--- src/shared/rcr_defines.vh ---
`ifndef RCR_DEFINES_VH
`define RCR_DEFINES_VH

// Configuration indices of this register group
`define RCR_IDX_SER2_BASE 8'h25
`define RCR_IDX_DP_DMA 8'h26
`define RCR_IDX_DP_IRQ 8'h27
`define RCR_IDX_SER_IRQ 8'h28
`define RCR_IDX_IR_MODE 8'h29
`define RCR_IDX_RSVD 8'h2A
`define RCR_IDX_FIR_BASE 8'h2B
`define RCR_IDX_FIR_DMA 8'h2C
`define RCR_IDX_TURNAROUND 8'h2D

// Power-up values
`define RCR_RST_SER2_BASE 8'h00
`define RCR_RST_DP_DMA 8'h00
`define RCR_RST_DP_IRQ 8'h00
`define RCR_RST_SER_IRQ 8'h00
`define RCR_RST_IR_MODE 8'h00
`define RCR_RST_FIR_BASE 8'h00
`define RCR_RST_FIR_DMA 8'h00
`define RCR_RST_TURNAROUND 8'h03

// Field positions
`define RCR_HI_FIELD 7:4
`define RCR_LO_FIELD 3:0
`define RCR_SER2_ADDR 7:1
`define RCR_IR_PIN_SEL_BIT 4
`define RCR_IR_MODE_MASK 8'h1F
`define RCR_FIR_DMA_MASK 8'h0F
`define RCR_SER2_MASK 8'hFE

// Route codes
`define RCR_ROUTE_NONE 4'h0
`define RCR_IRQ_CODE_H 4'h8
`define RCR_IRQ_SHARE 4'hF

// Line counts
`define RCR_DMA_LINES 3
`define RCR_IRQ_LINES 7

// Timing
`define RCR_TA_STEP_US 100
`define RCR_CLK_MHZ 250
// One turnaround step in clock cycles: 100 us at 250 MHz
`define RCR_TA_STEP_CYCLES 15'h61A8

`endif

--- src/design/rcr_base_match.v ---
`default_nettype none

// Compares a host address against a programmed base. The block is
// disabled while the enable bits of the base are all zero.
module rcr_base_match #(
  parameter W = 8,
  parameter EN_BITS = 2
) (
  input wire [W-1:0] base,
  input wire [W-1:0] addr_hi,
  input wire chip_select_n,
  input wire upper_ok,
  output wire enabled,
  output wire hit
);
  assign enabled = |base[W-1:W-EN_BITS];
  assign hit = enabled && !chip_select_n && upper_ok && (addr_hi == base);
endmodule

`default_nettype wire

--- src/design/rcr_config_regs.v ---
`include "rcr_defines.vh"
`default_nettype none

module rcr_config_regs #(
  parameter [14:0] TA_STEP_CYCLES = `RCR_TA_STEP_CYCLES
) (
  input wire sys_clk,
  input wire rst,
  input wire clk_en,
  input wire config_mode,
  input wire [7:0] config_index_register,
  input wire cfg_wr_en,
  input wire cfg_rd_en,
  input wire [7:0] cfg_wdata,
  output reg [7:0] cfg_rdata,
  output reg cfg_rd_hit,
  input wire chip_select_n,
  input wire [10:0] host_addr,
  output wire second_serial_port_sel,
  output wire [2:0] second_serial_port_reg,
  output wire second_serial_port_enabled,
  output wire fast_ir_engine_sel,
  output wire [2:0] fast_ir_engine_reg,
  output wire fast_ir_engine_enabled,
  input wire disk_controller_drq,
  input wire parallel_drq,
  input wire fast_ir_engine_drq,
  output wire [2:0] dma_request_output,
  output wire [2:0] dma_request_oe,
  input wire disk_controller_irq,
  input wire parallel_irq,
  input wire first_serial_port_irq,
  input wire first_serial_gate,
  input wire second_serial_port_irq,
  input wire second_serial_gate,
  input wire external_interrupt_input,
  output wire [6:0] irq_line_out,
  output wire [6:0] irq_line_oe,
  output reg ir_pin_function_select,
  input wire engine_ta_wr_en,
  input wire [7:0] engine_ta_wdata,
  output reg [7:0] ir_turnaround_timeout,
  output reg [22:0] ir_turnaround_cycles
);

  localparam ND = `RCR_DMA_LINES;
  localparam NI = `RCR_IRQ_LINES;

  reg [7:0] second_serial_base;
  reg [7:0] disk_parallel_dma_route;
  reg [7:0] disk_parallel_irq_route;
  reg [7:0] serial_irq_route;
  reg [7:0] ir_pin_mode_and_irq_input;
  reg [7:0] fast_ir_base;
  reg [7:0] fast_ir_dma_route;
  reg [7:0] next_rdata;
  reg next_hit;

  wire cfg_wr;
  wire cfg_rd;
  wire serial_share;

  // A strobe counts only while the device is in the configuration state
  assign cfg_wr = clk_en && config_mode && cfg_wr_en;
  assign cfg_rd = clk_en && config_mode && cfg_rd_en;

  function wr_to;
    input [7:0] idx;
    begin
      wr_to = cfg_wr && (config_index_register == idx);
    end
  endfunction

  always @(posedge sys_clk)
  begin
    if (rst)
    begin
      second_serial_base <= `RCR_RST_SER2_BASE;
      disk_parallel_dma_route <= `RCR_RST_DP_DMA;
      disk_parallel_irq_route <= `RCR_RST_DP_IRQ;
      serial_irq_route <= `RCR_RST_SER_IRQ;
      ir_pin_mode_and_irq_input <= `RCR_RST_IR_MODE;
      fast_ir_base <= `RCR_RST_FIR_BASE;
      fast_ir_dma_route <= `RCR_RST_FIR_DMA;
    end
    else if (clk_en)
    begin
      // Bit 0 of the serial-two base is not an address bit
      if (wr_to(`RCR_IDX_SER2_BASE))
        second_serial_base <= cfg_wdata & `RCR_SER2_MASK;
      if (wr_to(`RCR_IDX_DP_DMA))
        disk_parallel_dma_route <= cfg_wdata;
      if (wr_to(`RCR_IDX_DP_IRQ))
        disk_parallel_irq_route <= cfg_wdata;
      if (wr_to(`RCR_IDX_SER_IRQ))
        serial_irq_route <= cfg_wdata;
      if (wr_to(`RCR_IDX_IR_MODE))
        ir_pin_mode_and_irq_input <= cfg_wdata & `RCR_IR_MODE_MASK;
      if (wr_to(`RCR_IDX_FIR_BASE))
        fast_ir_base <= cfg_wdata;
      if (wr_to(`RCR_IDX_FIR_DMA))
        fast_ir_dma_route <= cfg_wdata & `RCR_FIR_DMA_MASK;
    end
  end

  // One register serves as both twins, so the two can never disagree.
  // A configuration write beats an engine write in the same cycle.
  always @(posedge sys_clk)
  begin
    if (rst)
      ir_turnaround_timeout <= `RCR_RST_TURNAROUND;
    else if (clk_en)
    begin
      if (wr_to(`RCR_IDX_TURNAROUND))
        ir_turnaround_timeout <= cfg_wdata;
      else if (engine_ta_wr_en)
        ir_turnaround_timeout <= engine_ta_wdata;
    end
  end

  // Timeout length in clock cycles, one cycle behind the register
  always @(posedge sys_clk)
  begin
    if (rst)
      ir_turnaround_cycles <= 23'h000000;
    else if (clk_en)
      // Both operands widened to the result so the product is not cut
      ir_turnaround_cycles <= {15'h0000, ir_turnaround_timeout}
        * {8'h00, TA_STEP_CYCLES};
  end

  always @(posedge sys_clk)
  begin
    if (rst)
      ir_pin_function_select <= 1'b0;
    else if (clk_en)
      ir_pin_function_select <=
        ir_pin_mode_and_irq_input[`RCR_IR_PIN_SEL_BIT];
  end

  // Read path: data and hit appear on the edge after the read strobe
  always @*
  begin
    next_rdata = 8'h00;
    next_hit = 1'b1;
    case (config_index_register)
      `RCR_IDX_SER2_BASE: next_rdata = second_serial_base;
      `RCR_IDX_DP_DMA: next_rdata = disk_parallel_dma_route;
      `RCR_IDX_DP_IRQ: next_rdata = disk_parallel_irq_route;
      `RCR_IDX_SER_IRQ: next_rdata = serial_irq_route;
      `RCR_IDX_IR_MODE: next_rdata = ir_pin_mode_and_irq_input;
      `RCR_IDX_RSVD: next_rdata = 8'h00;
      `RCR_IDX_FIR_BASE: next_rdata = fast_ir_base;
      `RCR_IDX_FIR_DMA: next_rdata = fast_ir_dma_route;
      `RCR_IDX_TURNAROUND: next_rdata = ir_turnaround_timeout;
      default: next_hit = 1'b0;
    endcase
  end

  always @(posedge sys_clk)
  begin
    if (rst)
    begin
      cfg_rdata <= 8'h00;
      cfg_rd_hit <= 1'b0;
    end
    else if (clk_en)
    begin
      cfg_rd_hit <= cfg_rd && next_hit;
      if (cfg_rd && next_hit)
        cfg_rdata <= next_rdata;
      else
        cfg_rdata <= 8'h00;
    end
  end

  // Host address decode of the two relocatable blocks
  rcr_base_match #(
    .W(7),
    .EN_BITS(2)
  ) u_ser2_match (
    .base(second_serial_base[`RCR_SER2_ADDR]),
    .addr_hi(host_addr[9:3]),
    .chip_select_n(chip_select_n),
    .upper_ok(!host_addr[10]),
    .enabled(second_serial_port_enabled),
    .hit(second_serial_port_sel)
  );

  assign second_serial_port_reg = host_addr[2:0];

  rcr_base_match #(
    .W(8),
    .EN_BITS(3)
  ) u_fir_match (
    .base(fast_ir_base),
    .addr_hi(host_addr[10:3]),
    .chip_select_n(chip_select_n),
    .upper_ok(1'b1),
    .enabled(fast_ir_engine_enabled),
    .hit(fast_ir_engine_sel)
  );

  assign fast_ir_engine_reg = host_addr[2:0];

  // DMA routing
  wire [ND-1:0] dma_sel_disk;
  wire [ND-1:0] dma_sel_par;
  wire [ND-1:0] dma_sel_fir;

  rcr_route_decode #(
    .N(ND),
    .IRQ_STYLE(0)
  ) u_dma_disk (
    .code(disk_parallel_dma_route[`RCR_HI_FIELD]),
    .sel(dma_sel_disk)
  );

  rcr_route_decode #(
    .N(ND),
    .IRQ_STYLE(0)
  ) u_dma_par (
    .code(disk_parallel_dma_route[`RCR_LO_FIELD]),
    .sel(dma_sel_par)
  );

  rcr_route_decode #(
    .N(ND),
    .IRQ_STYLE(0)
  ) u_dma_fir (
    .code(fast_ir_dma_route[`RCR_LO_FIELD]),
    .sel(dma_sel_fir)
  );

  assign dma_request_oe = dma_sel_disk | dma_sel_par | dma_sel_fir;
  assign dma_request_output = (dma_sel_disk & {ND{disk_controller_drq}})
    | (dma_sel_par & {ND{parallel_drq}})
    | (dma_sel_fir & {ND{fast_ir_engine_drq}});

  // Interrupt routing
  wire [NI-1:0] irq_sel_disk;
  wire [NI-1:0] irq_sel_par;
  wire [NI-1:0] irq_sel_s1;
  wire [NI-1:0] irq_sel_s2;
  wire [NI-1:0] irq_sel_ext;
  wire [NI-1:0] irq_sel_s2_used;
  wire s1_value;
  wire s2_value;

  rcr_route_decode #(
    .N(NI),
    .IRQ_STYLE(1)
  ) u_irq_disk (
    .code(disk_parallel_irq_route[`RCR_HI_FIELD]),
    .sel(irq_sel_disk)
  );

  rcr_route_decode #(
    .N(NI),
    .IRQ_STYLE(1)
  ) u_irq_par (
    .code(disk_parallel_irq_route[`RCR_LO_FIELD]),
    .sel(irq_sel_par)
  );

  rcr_route_decode #(
    .N(NI),
    .IRQ_STYLE(1)
  ) u_irq_s1 (
    .code(serial_irq_route[`RCR_HI_FIELD]),
    .sel(irq_sel_s1)
  );

  rcr_route_decode #(
    .N(NI),
    .IRQ_STYLE(1)
  ) u_irq_s2 (
    .code(serial_irq_route[`RCR_LO_FIELD]),
    .sel(irq_sel_s2)
  );

  rcr_route_decode #(
    .N(NI),
    .IRQ_STYLE(1)
  ) u_irq_ext (
    .code(ir_pin_mode_and_irq_input[`RCR_LO_FIELD]),
    .sel(irq_sel_ext)
  );

  // Code 1111b decodes to no line, so serial two drives nothing of its own
  assign serial_share =
    (serial_irq_route[`RCR_LO_FIELD] == `RCR_IRQ_SHARE);
  assign irq_sel_s2_used = serial_share ? {NI{1'b0}} : irq_sel_s2;

  // A gated-off port reads as deasserted; the level there is a don't-care
  assign s1_value = serial_share
    ? ((first_serial_gate && first_serial_port_irq)
       || (second_serial_gate && second_serial_port_irq))
    : (first_serial_gate && first_serial_port_irq);
  assign s2_value = second_serial_gate && second_serial_port_irq;

  // Lines with two sources simply OR them; keeping them apart is the
  // driver software's job.
  assign irq_line_oe = irq_sel_disk | irq_sel_par | irq_sel_s1
    | irq_sel_s2_used | irq_sel_ext;
  assign irq_line_out = (irq_sel_disk & {NI{disk_controller_irq}})
    | (irq_sel_par & {NI{parallel_irq}})
    | (irq_sel_s1 & {NI{s1_value}})
    | (irq_sel_s2_used & {NI{s2_value}})
    | (irq_sel_ext & {NI{external_interrupt_input}});

endmodule

`default_nettype wire

--- src/design/rcr_route_decode.v ---
`default_nettype none

// Turns a four-bit route code into a one-hot line select.
// Line n is code n+1; in IRQ style code 1000 selects the last line
// and 0111 selects nothing.
module rcr_route_decode #(
  parameter N = 3,
  parameter IRQ_STYLE = 0
) (
  input wire [3:0] code,
  output reg [N-1:0] sel
);
  integer i;
  always @*
  begin
    sel = {N{1'b0}};
    for (i = 0; i < N; i = i + 1)
    begin
      if (IRQ_STYLE != 0 && i == N - 1)
      begin
        if (code == 4'h8)
          sel[i] = 1'b1;
      end
      else if (code == i[3:0] + 4'h1)
        sel[i] = 1'b1;
    end
  end
endmodule

`default_nettype wire

--- config.mk ---
export PLATFORM = sky130hd
export DESIGN_NAME = rcr_config_regs
export DESIGN_NICKNAME = d
export VERILOG_FILES = /design/src/design/rcr_base_match.v /design/src/design/rcr_config_regs.v /design/src/design/rcr_route_decode.v
export VERILOG_INCLUDE_DIRS = /design/src /design/src/shared
export SDC_FILE = /design/constraint.sdc
export NUM_CORES = 1
export LEC_CHECK = 0
export ABC_AREA = 1
export BUFFER_PORTS_ARGS = -buffer_cell sky130_fd_sc_hd__buf_2
export CORE_UTILIZATION = 55
export CTS_CLUSTER_SIZE = 20
export DETAILED_ROUTE_END_ITERATION = 6
export GPL_TIMING_DRIVEN = 0
export PLACE_DENSITY_LB_ADDON = 0.15
export SLEW_MARGIN = 15
export SYNTH_ARGS = -nofsm -noshare
export SYNTH_HDL_FRONTEND = slang
export SYNTH_SLANG_ARGS = --single-unit
--- constraint.sdc ---
create_clock -name sys_clk -period 4.34 [get_ports sys_clk]
set_input_delay 0.434 -clock sys_clk [delete_from_list [all_inputs] [get_ports sys_clk]]
set_output_delay 0.434 -clock sys_clk [all_outputs]
set_load 0.005 [all_outputs]
==> results summary, run 1 <==
The run finished with clean final reports. The total of cells resized after clock tree synthesis is 0. The floorplan step defined a die boundary enclosing 12250 sq um.

The final hold violation count is 0. The worst setup path is captured at a flip-flop. At the end of routability-driven placement, the weighted congestion stood at 0.9646. After synthesis, the largest area contributor takes up 26.50% of total cell area.

The total via count after detailed routing is 6939. Subtracting the final worst setup slack from the clock period gives 3.599 ns. The dominant register cell in the synthesized netlist is sky130_fd_sc_hd__dfxtp_1.

Clock-pin slew was measured on the worst setup and hold paths at 0.07 ns. The worst slack at placement is 0.7263 ns. Entering global routing, the biggest net connects 15 pins. The first-pass GRT wire length came out at 31790 um.

The initial core utilization is 56.65%. The number of CTS-inserted buffers is 9. The worst slack on hold paths came out at 0.4064 ns.

The tool flagged a number of max-cap violations equal to 0. The root buffer cell is sky130_fd_sc_hd__clkbuf_16. TritonCTS built the clock tree. The number of enable-type register cells in the synthesized netlist is 0. The worst register-to-register path begins at ir_turnaround_timeout[2]$_SDFFE_PP0P_. The number of global-route vias before repair came out at 6459. The setup violation total in the final timing report came out at 0. In this run the static leakage power is 0.003997 uW. After clock tree synthesis, the setup repair step added 0 buffers. Dividing the detail-routed wire length by the instance count gives 15.64 um. The summed instance area of the synthesized netlist came out at 6496 sq um. The worst hold path terminates at ir_turnaround_timeout[1]$_SDFFE_PP1P_. The flip-flop and latch count after synthesis is 86. The number of levels in the clock H-tree came out at 3. The post-synthesis cell count is 988. For the pin with the worst max-slew slack, the measured transition is 0.5786 ns. The number of antenna-violating nets in the routed design came out at 0. The worst hold path begins at engine_ta_wdata[1]. Data on the critical path is required at its endpoint by 4.59 ns.

The endpoint of the worst-slack reg-to-reg timing path is ir_turnaround_cycles[22]$_SDFFE_PP0P_. Counting distinct cell types in the post-synthesis netlist gives 37. The total routing resource utilization after global routing is 33.01%. The number of diodes is 0. Based on the critical path, the design can be clocked at up to 0.2778 GHz. The count of filler cells inserted in the layout came out at 1072. The source-to-sink clock delay at the later pin of the worst-skew pair is 0.35 ns.

Dividing the detail-routed via count by the number of cells gives 5.485. The final total negative setup slack came out at 0 ns. The number of placement rows is 39. The count of yosys warnings during synthesis came out at 0.

The maximum count of clock buffers along a single path came out at 2. The worst path arrival time is 3.85 ns. Once layout is complete, the cells apart from fillers number 1265. The fraction of final layout cells with drive strength greater than 1 came out at 16.04%. The number of antenna violations at the first check in global routing is 0. The worst min-delay path category is in -> reg. The net count of the finished layout is 1234. Setup repair after global routing left no endpoint under its margin.

Ranked by total cell area, the synthesized netlist is headed by sky130_fd_sc_hd__dfxtp_1 27%, sky130_fd_sc_hd__nand2_1 11%, sky130_fd_sc_hd__ha_1 10%, sky130_fd_sc_hd__nand3_1 8.4%, sky130_fd_sc_hd__inv_1 8.0%. The synthesized design spends more area on one cell type than any other, namely sky130_fd_sc_hd__dfxtp_1. The critical path in this run is classified as reg -> reg. The floorplan step set the die width to 110.7 um.

The final critical path takes up 82.93% of the cycle. The worst vdd rail ir drop is 0.0003815 V. In the post-route analysis, the smallest setup slack over all paths is 0.7407 ns. The length of the first detailed-routing pass in iterations came out at 5.

The mean area per synthesized cell is 6.575 sq um. The ratio of total power to cell area came out at 285.4 nW/um^2. The final global-route overflow total came out at 0. The number of max-slew violations in the final report came out at 0. Counting flops with an async set or reset pin after synthesis yields a share of 0%. The worst register-to-register path has a depth of 17.

The initial DRC count came out at 636. The critical path startpoint category is a flip-flop. The cell with the most instances after synthesis is sky130_fd_sc_hd__nand2_1. The number of buffers inserted for hold repair after clock tree synthesis came out at 0. The number of top-level pins is 124.

The total routed wirelength is 19780 um. After synthesis, the most frequently instantiated cells are 186 x sky130_fd_sc_hd__nand2_1, 139 x sky130_fd_sc_hd__inv_1, 109 x sky130_fd_sc_hd__nand3_1, 88 x sky130_fd_sc_hd__nor2_1, 87 x sky130_fd_sc_hd__a21oi_1. The placeable core region came out at 11470 sq um.

The total power of the final layout came out at 2173 uW. The largest fanout on the critical path came out at 7. The vertical die dimension came out at 110.7 um. Once placement completed, the tool counted placed cells totaling 1249. The quantity of I/O buffers inserted on ports is 116. The post-route clock skew is 0.01113 ns.

The slack of the worst reg-to-reg path is 0.74 ns. The worst pin sits at a relative slew slack of 61.43%. The synthesis-to-finish area growth is 17.18%. The number of cells on the worst hold path is 5. The clock net in this run drives a total of 86 sinks.

Sequential cells were found to cover 26.50% of the synthesized design area. For this run, design rule violations remaining after detail routing come to 0. Detailed placement ended at an HPWL of 15580 um.
how the worst max path moves through the flow:
stage	slack [ns]	endpoint	depth (start not counted)	startpoint
floorplan	1.21	ir_turnaround_cycles[20]$_SDFFE_PP0P_	17	ir_turnaround_timeout[4]$_SDFFE_PP0P_
detailed placement	0.73	ir_turnaround_cycles[22]$_SDFFE_PP0P_	17	ir_turnaround_timeout[2]$_SDFFE_PP0P_
global route	0.52	ir_turnaround_cycles[12]$_SDFFE_PP0P_	14	ir_turnaround_timeout[2]$_SDFFE_PP0P_
global placement	0.75	ir_turnaround_cycles[22]$_SDFFE_PP0P_	17	ir_turnaround_timeout[2]$_SDFFE_PP0P_
finish	0.74	ir_turnaround_cycles[22]$_SDFFE_PP0P_	17	ir_turnaround_timeout[2]$_SDFFE_PP0P_
CTS	0.70	ir_turnaround_cycles[22]$_SDFFE_PP0P_	17	ir_turnaround_timeout[2]$_SDFFE_PP0P_
metal layers:
| layer | GRT usage [%] | part of all wire, % | vias to the layer above | routed length [um] |
|---|---|---|---|---|
| met4 | 14.31 | 3.6 | 0 | 707 |
| met5 | 0 | 0 | - | 0 |
| li1 | - | - | 3488 | - |
| met3 | 6.725 | 8.5 | 52 | 1679 |
| met1 | 40.48 | 40 | 3116 | 7985 |
| met2 | 55.94 | 48 | 283 | 9409 |
power breakdown:
group | leakage [uW] | internal, uW | switching (uW) | total [uW]
sequential | 0.000699 | 814 | 22.1 | 836
clock | 0.000166 | 580 | 334 | 914
combinational | 0.00313 | 161 | 262 | 423
placed cells by master (no fill, tap or decap), drive strengths merged, types with 13 or more instances in the layout:
| cell | instances |
|---|---|
| nand2 | 191 |
| inv | 143 |
| buf | 140 |
| nand3 | 112 |
| nor2 | 98 |
| a21oi | 88 |
| dfxtp | 86 |
| o21ai | 79 |
| ha | 52 |
| nor3 | 36 |
| clkbuf | 27 |
| nand4 | 13 |
registers in the layout, summed over array words and instances, names as in the netlist:
register and count:
ir_pin_mode_and_irq_input 5, serial_irq_route 8, ir_pin_function_select 1, second_serial_base 7, cfg_rd_hit 1, ir_turnaround_cycles 20, disk_parallel_irq_route 8, ir_turnaround_timeout 8
cfg_rdata 8, fast_ir_base 8, disk_parallel_dma_route 8, fast_ir_dma_route 4
logic make-up after synthesis:
group           share of synthesized area [%]
compound gates                          14.08
xor+xnor                                2.427
fa+ha+maj                               13.71
buf+inv                                 11.63
flops                                   26.50
other cells                           0.05773
simple gates                            31.59
area by class of cell:
cell class / count / area, sq um / area share [%]
Buffer: 40 / 219.0 / 2.876
Clock buffer: 11 / 242.7 / 3.189
Clock inverter: 5 / 106.4 / 1.397
Inverter: 143 / 536.8 / 7.051
Multi-Input combinational cell: 721 / 4026 / 52.89
Sequential cell: 86 / 1722 / 22.62
Tap cell: 143 / 178.9 / 2.350
Timing Repair Buffer: 116 / 580.6 / 7.627
per-stage QoR:
step	util, %	area [sq um]
after floorplan	-	6504
after detailed placement	63.34	7263
after CTS	66.38	7612
final	66.38	7612
after global placement	63.34	7263
after global routing	66.38	7612
worst max-delay path, stage by stage (launching register included):
cell                      delay, ns
sky130_fd_sc_hd__dfxtp_1       0.55
sky130_fd_sc_hd__ha_1          0.33
sky130_fd_sc_hd__ha_1          0.30
sky130_fd_sc_hd__fa_1          0.48
sky130_fd_sc_hd__inv_1         0.05
sky130_fd_sc_hd__fa_1          0.48
sky130_fd_sc_hd__inv_1         0.04
sky130_fd_sc_hd__ha_1          0.32
sky130_fd_sc_hd__a21oi_1       0.14
sky130_fd_sc_hd__nand2_1       0.11
sky130_fd_sc_hd__nand3_1       0.08
sky130_fd_sc_hd__nand2_1       0.12
sky130_fd_sc_hd__nand2_1       0.11
sky130_fd_sc_hd__nand2_1       0.05
sky130_fd_sc_hd__nand2_1       0.05
sky130_fd_sc_hd__nand3_1       0.11
sky130_fd_sc_hd__nand2_1       0.10
sky130_fd_sc_hd__inv_1         0.04
No activity file was read; power rests on OpenSTA's default activity.
==> run 2, diff against run 1 <==
==> constraint.sdc (replaced) <==
create_clock -name sys_clk -period 3.35 [get_ports sys_clk]
set_input_delay 0.335 -clock sys_clk [delete_from_list [all_inputs] [get_ports sys_clk]]
set_output_delay 0.335 -clock sys_clk [all_outputs]
set_load 0.005 [all_outputs]
==> run 2 against run 1 <==
  * Final cell count rose by 0.40%
  * Non-clock buffer count rose by 5
  * Hold slack got worse by 0.097 ns
  * Sequential share of layout area fell by 0.36 points
  * Die area did not move
  * Core utilization rose by 1.7 points
  * Count of clock-buffer cells in the layout did not move
  * Global-route usage rose by 0.12 points
  * Critical path depth fell by 1
  * Clock power rose by 30%
  * Register-to-register slack got worse by 0.67 ns
  * Critical endpoint unchanged
  * Largest cell class unchanged
==> results summary, run 2 (same netlist as run 1, synthesis figures left out) <==
The register with the most flip-flops in the layout has 20 of them. In this run the standard cell core region covers 11470 sq um. The worst vdd rail ir drop is 0.0004952 V. TritonCTS built the clock tree. The total via count after detailed routing is 7021. After detailed routing, the total wire length is 20260 um. At the worst endpoint, the arrival time is 3.53 ns.

For met1 alone, demand over resource in global routing was 40.68%. The maximum clock rate came out at 0.3050 GHz. The met2 track utilization from global routing is 55.86%. The placed instance area is 7263 sq um.

The number of diodes came out at 0. ir_turnaround_cycles holds more flip-flops than any other register. Leaving out fill and tap cells, the most frequent cell in the layout is sky130_fd_sc_hd__nand2_1. The length of the first detailed-routing pass in iterations is 5. Max-cap violations in this run came to 0. The number of max-slew violations in the final report is 0. The register clock-pin slew on the reported worst setup and hold paths is 0.07 ns. The final global-route overflow total came out at 0.

Entering global routing, the biggest net connects 15 pins. The top cell types in the final layout, fill and taps aside, are 182 x sky130_fd_sc_hd__nand2_1, 137 x sky130_fd_sc_hd__inv_1, 126 x sky130_fd_sc_hd__buf_2. The number of CTS-inserted buffers is 9. The worst slack on hold paths is 0.3091 ns. The kind of end point of the critical path is a flip-flop. The vertical die dimension came out at 110.7 um. The number of antenna-violating nets in the routed design came out at 0. The area of the die is 12250 sq um. The number of sinks on the clock net came out at 86. The final critical path takes up 97.87% of the cycle.

The run finished with clean final reports. Routability-driven placement finished with a final weighted congestion of 0.9646. The number of placement rows came out at 39. The half-perimeter wire length after detailed placement came out at 15580 um.

The number of global-route vias before repair came out at 6478. Measured along the x axis, the die boundary spans 110.7 um. The total routing resource utilization after global routing is 33.13%. After detailed routing, the number of remaining DRC violations is 0. The measured slew at the worst slew-check pin is 0.6306 ns. The ratio of total power to cell area is 369.0 nW/um^2. The final total negative setup slack came out at 0 ns. The setup violation total in the final timing report is 0. The initial DRC count came out at 602. The final hold violation count was 0. The maximum count of clock buffers along a single path came out at 2. The number of antenna violations at the first check in global routing came out at 0.

The number of levels in the clock H-tree is 3. The number of top-level pins is 124. The slack of the worst reg-to-reg path came out at 0.07 ns. Along the worst path, the maximum fanout reaches 7.

The required arrival time at the worst endpoint is 3.60 ns. The reported leakage power is 0.004020 uW. Of the cells placed in the final design, the portion with a size suffix greater than 1 is 18.99%. The post-route clock skew is 0.01240 ns. The first-pass GRT wire length came out at 31880 um. The synthesis-to-finish area growth came out at 20.26%.

After global routing, the most crowded layer is met2. Once the floorplan was initialized, standard cells occupied 56.65% of the core. The core occupancy in the finished layout is 68.13%.

The detail-routed via count per cell is 5.528. The root buffer cell is sky130_fd_sc_hd__clkbuf_16. The met3 track demand over resource in global routing is 6.725%.

The worst min-delay path category is in -> reg. The source-to-sink clock delay at the later pin of the worst-skew pair is 0.35 ns. Input and output buffers added on the ports amount to 116. The type of the worst setup path is reg -> reg.

The final critical-path required period is 3.279 ns. STA classifies the critical path startpoint as a flip-flop. The finished layout cell area is 7812 sq um. In the final routed layout, each cell accounts on average for 15.95 um. The net count of the finished layout is 1239. The worst slew slack as a fraction of its limit is 57.96%.
[run 2: cell types whose count changed in the layout (fill, tap and decap cells not counted), moves of 5 or more]
cell,change
sky130_fd_sc_hd__buf_4,+5
sky130_fd_sc_hd__dfxtp_1,-6
sky130_fd_sc_hd__ha_1,-9
sky130_fd_sc_hd__ha_4,+8
[run 2: power breakdown]
group	switching [uW]	total, uW	internal (uW)
sequential	28.8	1080	1050
combinational	366	616	249
clock	434	1190	751
total	829	2880	2050
[run 2: through the flow]
stage | worst slack [ns] | power [uW] | cells
2_1_floorplan | 0.2164 | 1451 | 990
4_1_cts | 0.01371 | 2853 | 1265
5_1_grt | -0.08209 | 3006 | 1270
6_report | 0.07124 | 2883 | 1270
3_3_place_gp | -0.2401 | 1645 | 1249
3_5_place_dp | -0.2637 | 1650 | 1249
[run 2: critical path, cell delays in order, from the launching register on]
cell and delay (ns):
sky130_fd_sc_hd__dfxtp_4 0.39, sky130_fd_sc_hd__ha_1 0.32, sky130_fd_sc_hd__inv_1 0.06, sky130_fd_sc_hd__fa_1 0.51, sky130_fd_sc_hd__inv_1 0.05, sky130_fd_sc_hd__fa_1 0.54
sky130_fd_sc_hd__ha_4 0.22, sky130_fd_sc_hd__ha_4 0.28, sky130_fd_sc_hd__nand2_1 0.07, sky130_fd_sc_hd__a21oi_1 0.14, sky130_fd_sc_hd__nor2_1 0.06, sky130_fd_sc_hd__nand2_2 0.11
sky130_fd_sc_hd__nand2_1 0.08, sky130_fd_sc_hd__nand3_1 0.11, sky130_fd_sc_hd__nand3_2 0.10, sky130_fd_sc_hd__nand2_1 0.09, sky130_fd_sc_hd__inv_1 0.04
[run 2: routing by layer]
metal  vias to the layer above  routed length (um)
met5                         -                   0
met3                        59                1784
li1                       3497                   -
met1                      3158                8072
met4                         0                 757
met2                       307                9641
[run 2: final cells by class]
class,count,area (sq um)
fill,1032,3655
buffer,40,219.0
inverter,143,536.8
clock buffer,11,242.7
multi-input combinational,721,4172
sequential,86,1739
clock inverter,5,106.4
timing repair buffer,121,618.1
tap,143,178.9
[run 2: path summary, 6_finish.rpt]
path         depth (start not counted)                               endpoint                                   from
max                                 16  ir_turnaround_cycles[22]$_SDFFE_PP0P_  ir_turnaround_timeout[3]$_SDFFE_PP0P_
min                                  5  ir_turnaround_timeout[1]$_SDFFE_PP1P_                     engine_ta_wdata[1]
max reg2reg                         16  ir_turnaround_cycles[22]$_SDFFE_PP0P_  ir_turnaround_timeout[3]$_SDFFE_PP0P_
min reg2reg                          2              cfg_rdata[1]$_SDFFE_PP0P_              cfg_rdata[1]$_SDFFE_PP0P_
[run 2: timing repair]
| action | 4_1_cts | 5_1_grt |
|---|---|---|
| hold buffers | 0 | 0 |
| pin swaps | 0 | 4 |
| setup buffers | 0 | 5 |
| gates resized for setup | 12 | 24 |
| endpoints found under the setup margin | 11 | 11 |
==> run 3, diff against run 2 <==
--- a/config.mk
+++ b/config.mk
@@ -7,11 +7,10 @@
 export NUM_CORES = 1
 export LEC_CHECK = 0
 export ABC_AREA = 1
-export BUFFER_PORTS_ARGS = -buffer_cell sky130_fd_sc_hd__buf_2
+export BUFFER_PORTS_ARGS = -buffer_cell sky130_fd_sc_hd__buf_4
 export CORE_UTILIZATION = 55
 export CTS_CLUSTER_SIZE = 20
 export DETAILED_ROUTE_END_ITERATION = 6
-export GPL_TIMING_DRIVEN = 0
 export PLACE_DENSITY_LB_ADDON = 0.15
 export SLEW_MARGIN = 15
 export SYNTH_ARGS = -nofsm -noshare
==> run 3 against run 2 <==
  * Register-to-register slack gained 0.09 ns
  * Die area unchanged
  * Combinational power increased by 5.0%
  * Count of clock-buffer cells in the layout fell by 2
  * Sequential cell count unchanged
  * Maximum frequency up 3.0%
  * Sequential power about the same
  * Hold slack got worse by 0.0036 ns
==> results summary, run 3 (same netlist as run 1, synthesis figures left out) <==
On the final layout, the worst clock skew is 0.01192 ns. The flow ran to the end, and the final reports show no timing, DRC or antenna violations. The analysis attributes to cell leakage a power of 0.003964 uW. The uppermost signal routing layer after detailed routing is met4. The repair_antennas step left the layout with diodes totalling 0. In the layout the commonest cells are 185 x sky130_fd_sc_hd__nand2_1, 139 x sky130_fd_sc_hd__inv_1, 126 x sky130_fd_sc_hd__buf_4. The total routed wirelength is 19730 um.

In the routed design, unresolved DRC markers number 0. In the detailed route, the total length drawn on met3 is 1463 um. The final global-route overflow total is 0. The final hold violation count is 0. The number of top-level pins is 124. The worst path arrival time came out at 3.43 ns.

The first global-routing pass estimated 31930 um of wire. The maximum clock rate is 0.3140 GHz. The final critical path takes up 95.06% of the cycle.

Setup violations remaining at the end of the flow were counted as 0. From synthesis to final layout, the design area changed by 20.74%. By startpoint and endpoint, the worst setup path is classified as reg -> reg. Dividing the detail-routed wire length by the instance count gives 15.97 um.

The total placed cells including tap cells came out at 1219. The number of global-route vias before repair came out at 6434. The finished layout holds 1235 standard cells, fillers aside. In the routed layout, each cell is associated on average with a via count of 5.548.

Entering global routing, the biggest net connects 53 pins. The net count of the finished layout came out at 1204. The half-perimeter wire length after detailed placement is 15010 um. The region available for standard cell placement spans 11470 sq um.

The kind of end point of the critical path is a flip-flop. In this run the critical register-to-register path is launched from ir_turnaround_timeout[6]$_SDFFE_PP0P_. The tree is rooted in a sky130_fd_sc_hd__clkbuf_16.

The number of max-slew violations in the final report came to 0. The path with the worst hold slack has its endpoint at ir_turnaround_timeout[0]$_SDFFE_PP1P_. The register clock-pin slew on the reported worst setup and hold paths is 0.07 ns. In the final layout, the share of cells above drive strength 1 is 16.67%.

Fill cells in the final layout number 1020. The ratio of total power to cell area is 362.4 nW/um^2. The tightest min-delay check is of the in -> reg type. The number of cells traversed by the worst register-to-register path is 14. The number of buffers inserted for hold repair after clock tree synthesis came out at 0. TritonCTS built the clock tree.

IR analysis of the VDD net gives a maximum drop of 0.0003095 V. After detailed routing, the met2 layer carries 9452 um of wire. The number of antenna-violating nets in the routed design came out at 0.

The number of placement rows came out at 39. The largest fanout on the critical path came out at 4. In this run the horizontal extent of the chip is 110.7 um.

CTS built an H-tree with a depth of 3. Port buffering added 111 buffers. The flip-flop count of the largest register, all copies and words added came out at 20.

The area of the multi-input gates is 4131 sq um. The number of antenna violations at the first check in global routing came out at 0. Counting the buffers created by CTS gives 9. The number of cells on the worst hold path came out at 5. The worst slew slack as a fraction of its limit is 46.45%.

The clock passes through at most 2 buffers. The final weighted congestion in routability-driven placement is 0.9815. The register with the most flip-flops in the final layout is ir_turnaround_cycles. The number of sinks on the clock net came out at 86. The critical path startpoint category is a flip-flop. The initial DRC count came out at 509. The sequential cell area came out at 1723 sq um. The startpoint identified for the worst hold timing path is engine_ta_wdata[0]. The met1 layer wirelength in the final routing came out at 8241 um. The final total negative setup slack came out at 0 ns. The final route contains 6852 vias.

The final critical-path required period came out at 3.184 ns. Data on the critical path is required at its endpoint by 3.60 ns. The worst register-to-register path ends at ir_turnaround_cycles[14]$_SDFFE_PP0P_.

Max-cap violations in this run came to 0. The number of buffers inserted by post-CTS setup repair is 0. The most common cell after layout, fill and taps aside is sky130_fd_sc_hd__nand2_1.

The length of the first detailed-routing pass in iterations came out at 5. Clock latency on the worst-skew pair, taken at its later pin, is 0.36 ns. The vertical die dimension is 110.7 um. The area of the die came out at 12250 sq um. Global routing consumed, over all layers together, 32.67% of the routing resources.

The slack of the worst reg-to-reg path came out at 0.17 ns. For this configuration, the core starts out at a cell density of 56.65%. The measured slew at the worst slew-check pin came out at 0.8024 ns.
[run 3: final cells by class]
type	instances	share of cell area (%)
sequential	86	21.97
tap	143	2.281
inverter	143	6.843
timing repair buffer	126	12.06
clock inverter	7	1.308
clock buffer	9	2.871
multi-input combinational	721	52.67
[run 3: report_power, final]
part / switching, uW / internal [uW]
logic: 372 / 275
registers: 22.9 / 1050
clock network: 454 / 664
[run 3: worst max-delay path by stage]
stage / start / cells past startpoint / to
finish: ir_turnaround_timeout[6]$_SDFFE_PP0P_ / 14 / ir_turnaround_cycles[14]$_SDFFE_PP0P_
global route: ir_turnaround_timeout[4]$_SDFFE_PP0P_ / 16 / ir_turnaround_cycles[21]$_SDFFE_PP0P_
CTS: ir_turnaround_timeout[4]$_SDFFE_PP0P_ / 14 / ir_turnaround_cycles[15]$_SDFFE_PP0P_
detailed placement: ir_turnaround_timeout[4]$_SDFFE_PP0P_ / 14 / ir_turnaround_cycles[15]$_SDFFE_PP0P_
global placement: ir_turnaround_timeout[4]$_SDFFE_PP0P_ / 14 / ir_turnaround_cycles[15]$_SDFFE_PP0P_
floorplan: ir_turnaround_timeout[4]$_SDFFE_PP0P_ / 17 / ir_turnaround_cycles[20]$_SDFFE_PP0P_
[run 3: layer usage]
| metal | GRT usage (%) | vias up |
|---|---|---|
| met5 | 0 | - |
| met4 | 12.00 | 0 |
| met3 | 5.741 | 43 |
| met2 | 55.94 | 266 |
| met1 | 40.99 | 3117 |
| li1 | - | 3426 |
[run 3: per-stage QoR]
stage               setup WS, ns  instance area, sq um  utilization [%]  hold slack (ns)  power [uW]
floorplan                 0.2164                  6504                -           0.4370        1451
global placement         0.06058                  7415            64.66           0.4549        1675
detailed placement       0.04574                  7415            64.66           0.4563        1681
CTS                      0.03646                  7742            67.52           0.2982        2792
global route           -0.004488                  7844            68.40           0.3307        2981
finish                    0.1656                  7844            68.40           0.3055        2843
[run 3: timing repair]
item | CTS | global route
setup endpoints to repair | 0 | 11
resized for setup | 0 | 19
endpoints found under the hold margin | 0 | 0
[run 3: worst max-delay path: stages, from the launching register on]
cell and delay (ns):
sky130_fd_sc_hd__dfxtp_1 0.34, sky130_fd_sc_hd__buf_4 0.16, sky130_fd_sc_hd__ha_1 0.29, sky130_fd_sc_hd__ha_1 0.29, sky130_fd_sc_hd__inv_1 0.05, sky130_fd_sc_hd__fa_1 0.47
sky130_fd_sc_hd__inv_1 0.04, sky130_fd_sc_hd__ha_1 0.27, sky130_fd_sc_hd__ha_1 0.35, sky130_fd_sc_hd__a21o_1 0.19, sky130_fd_sc_hd__nor2_1 0.11, sky130_fd_sc_hd__nand2_1 0.13
sky130_fd_sc_hd__xor2_1 0.16, sky130_fd_sc_hd__o21ai_0 0.17, sky130_fd_sc_hd__inv_1 0.07
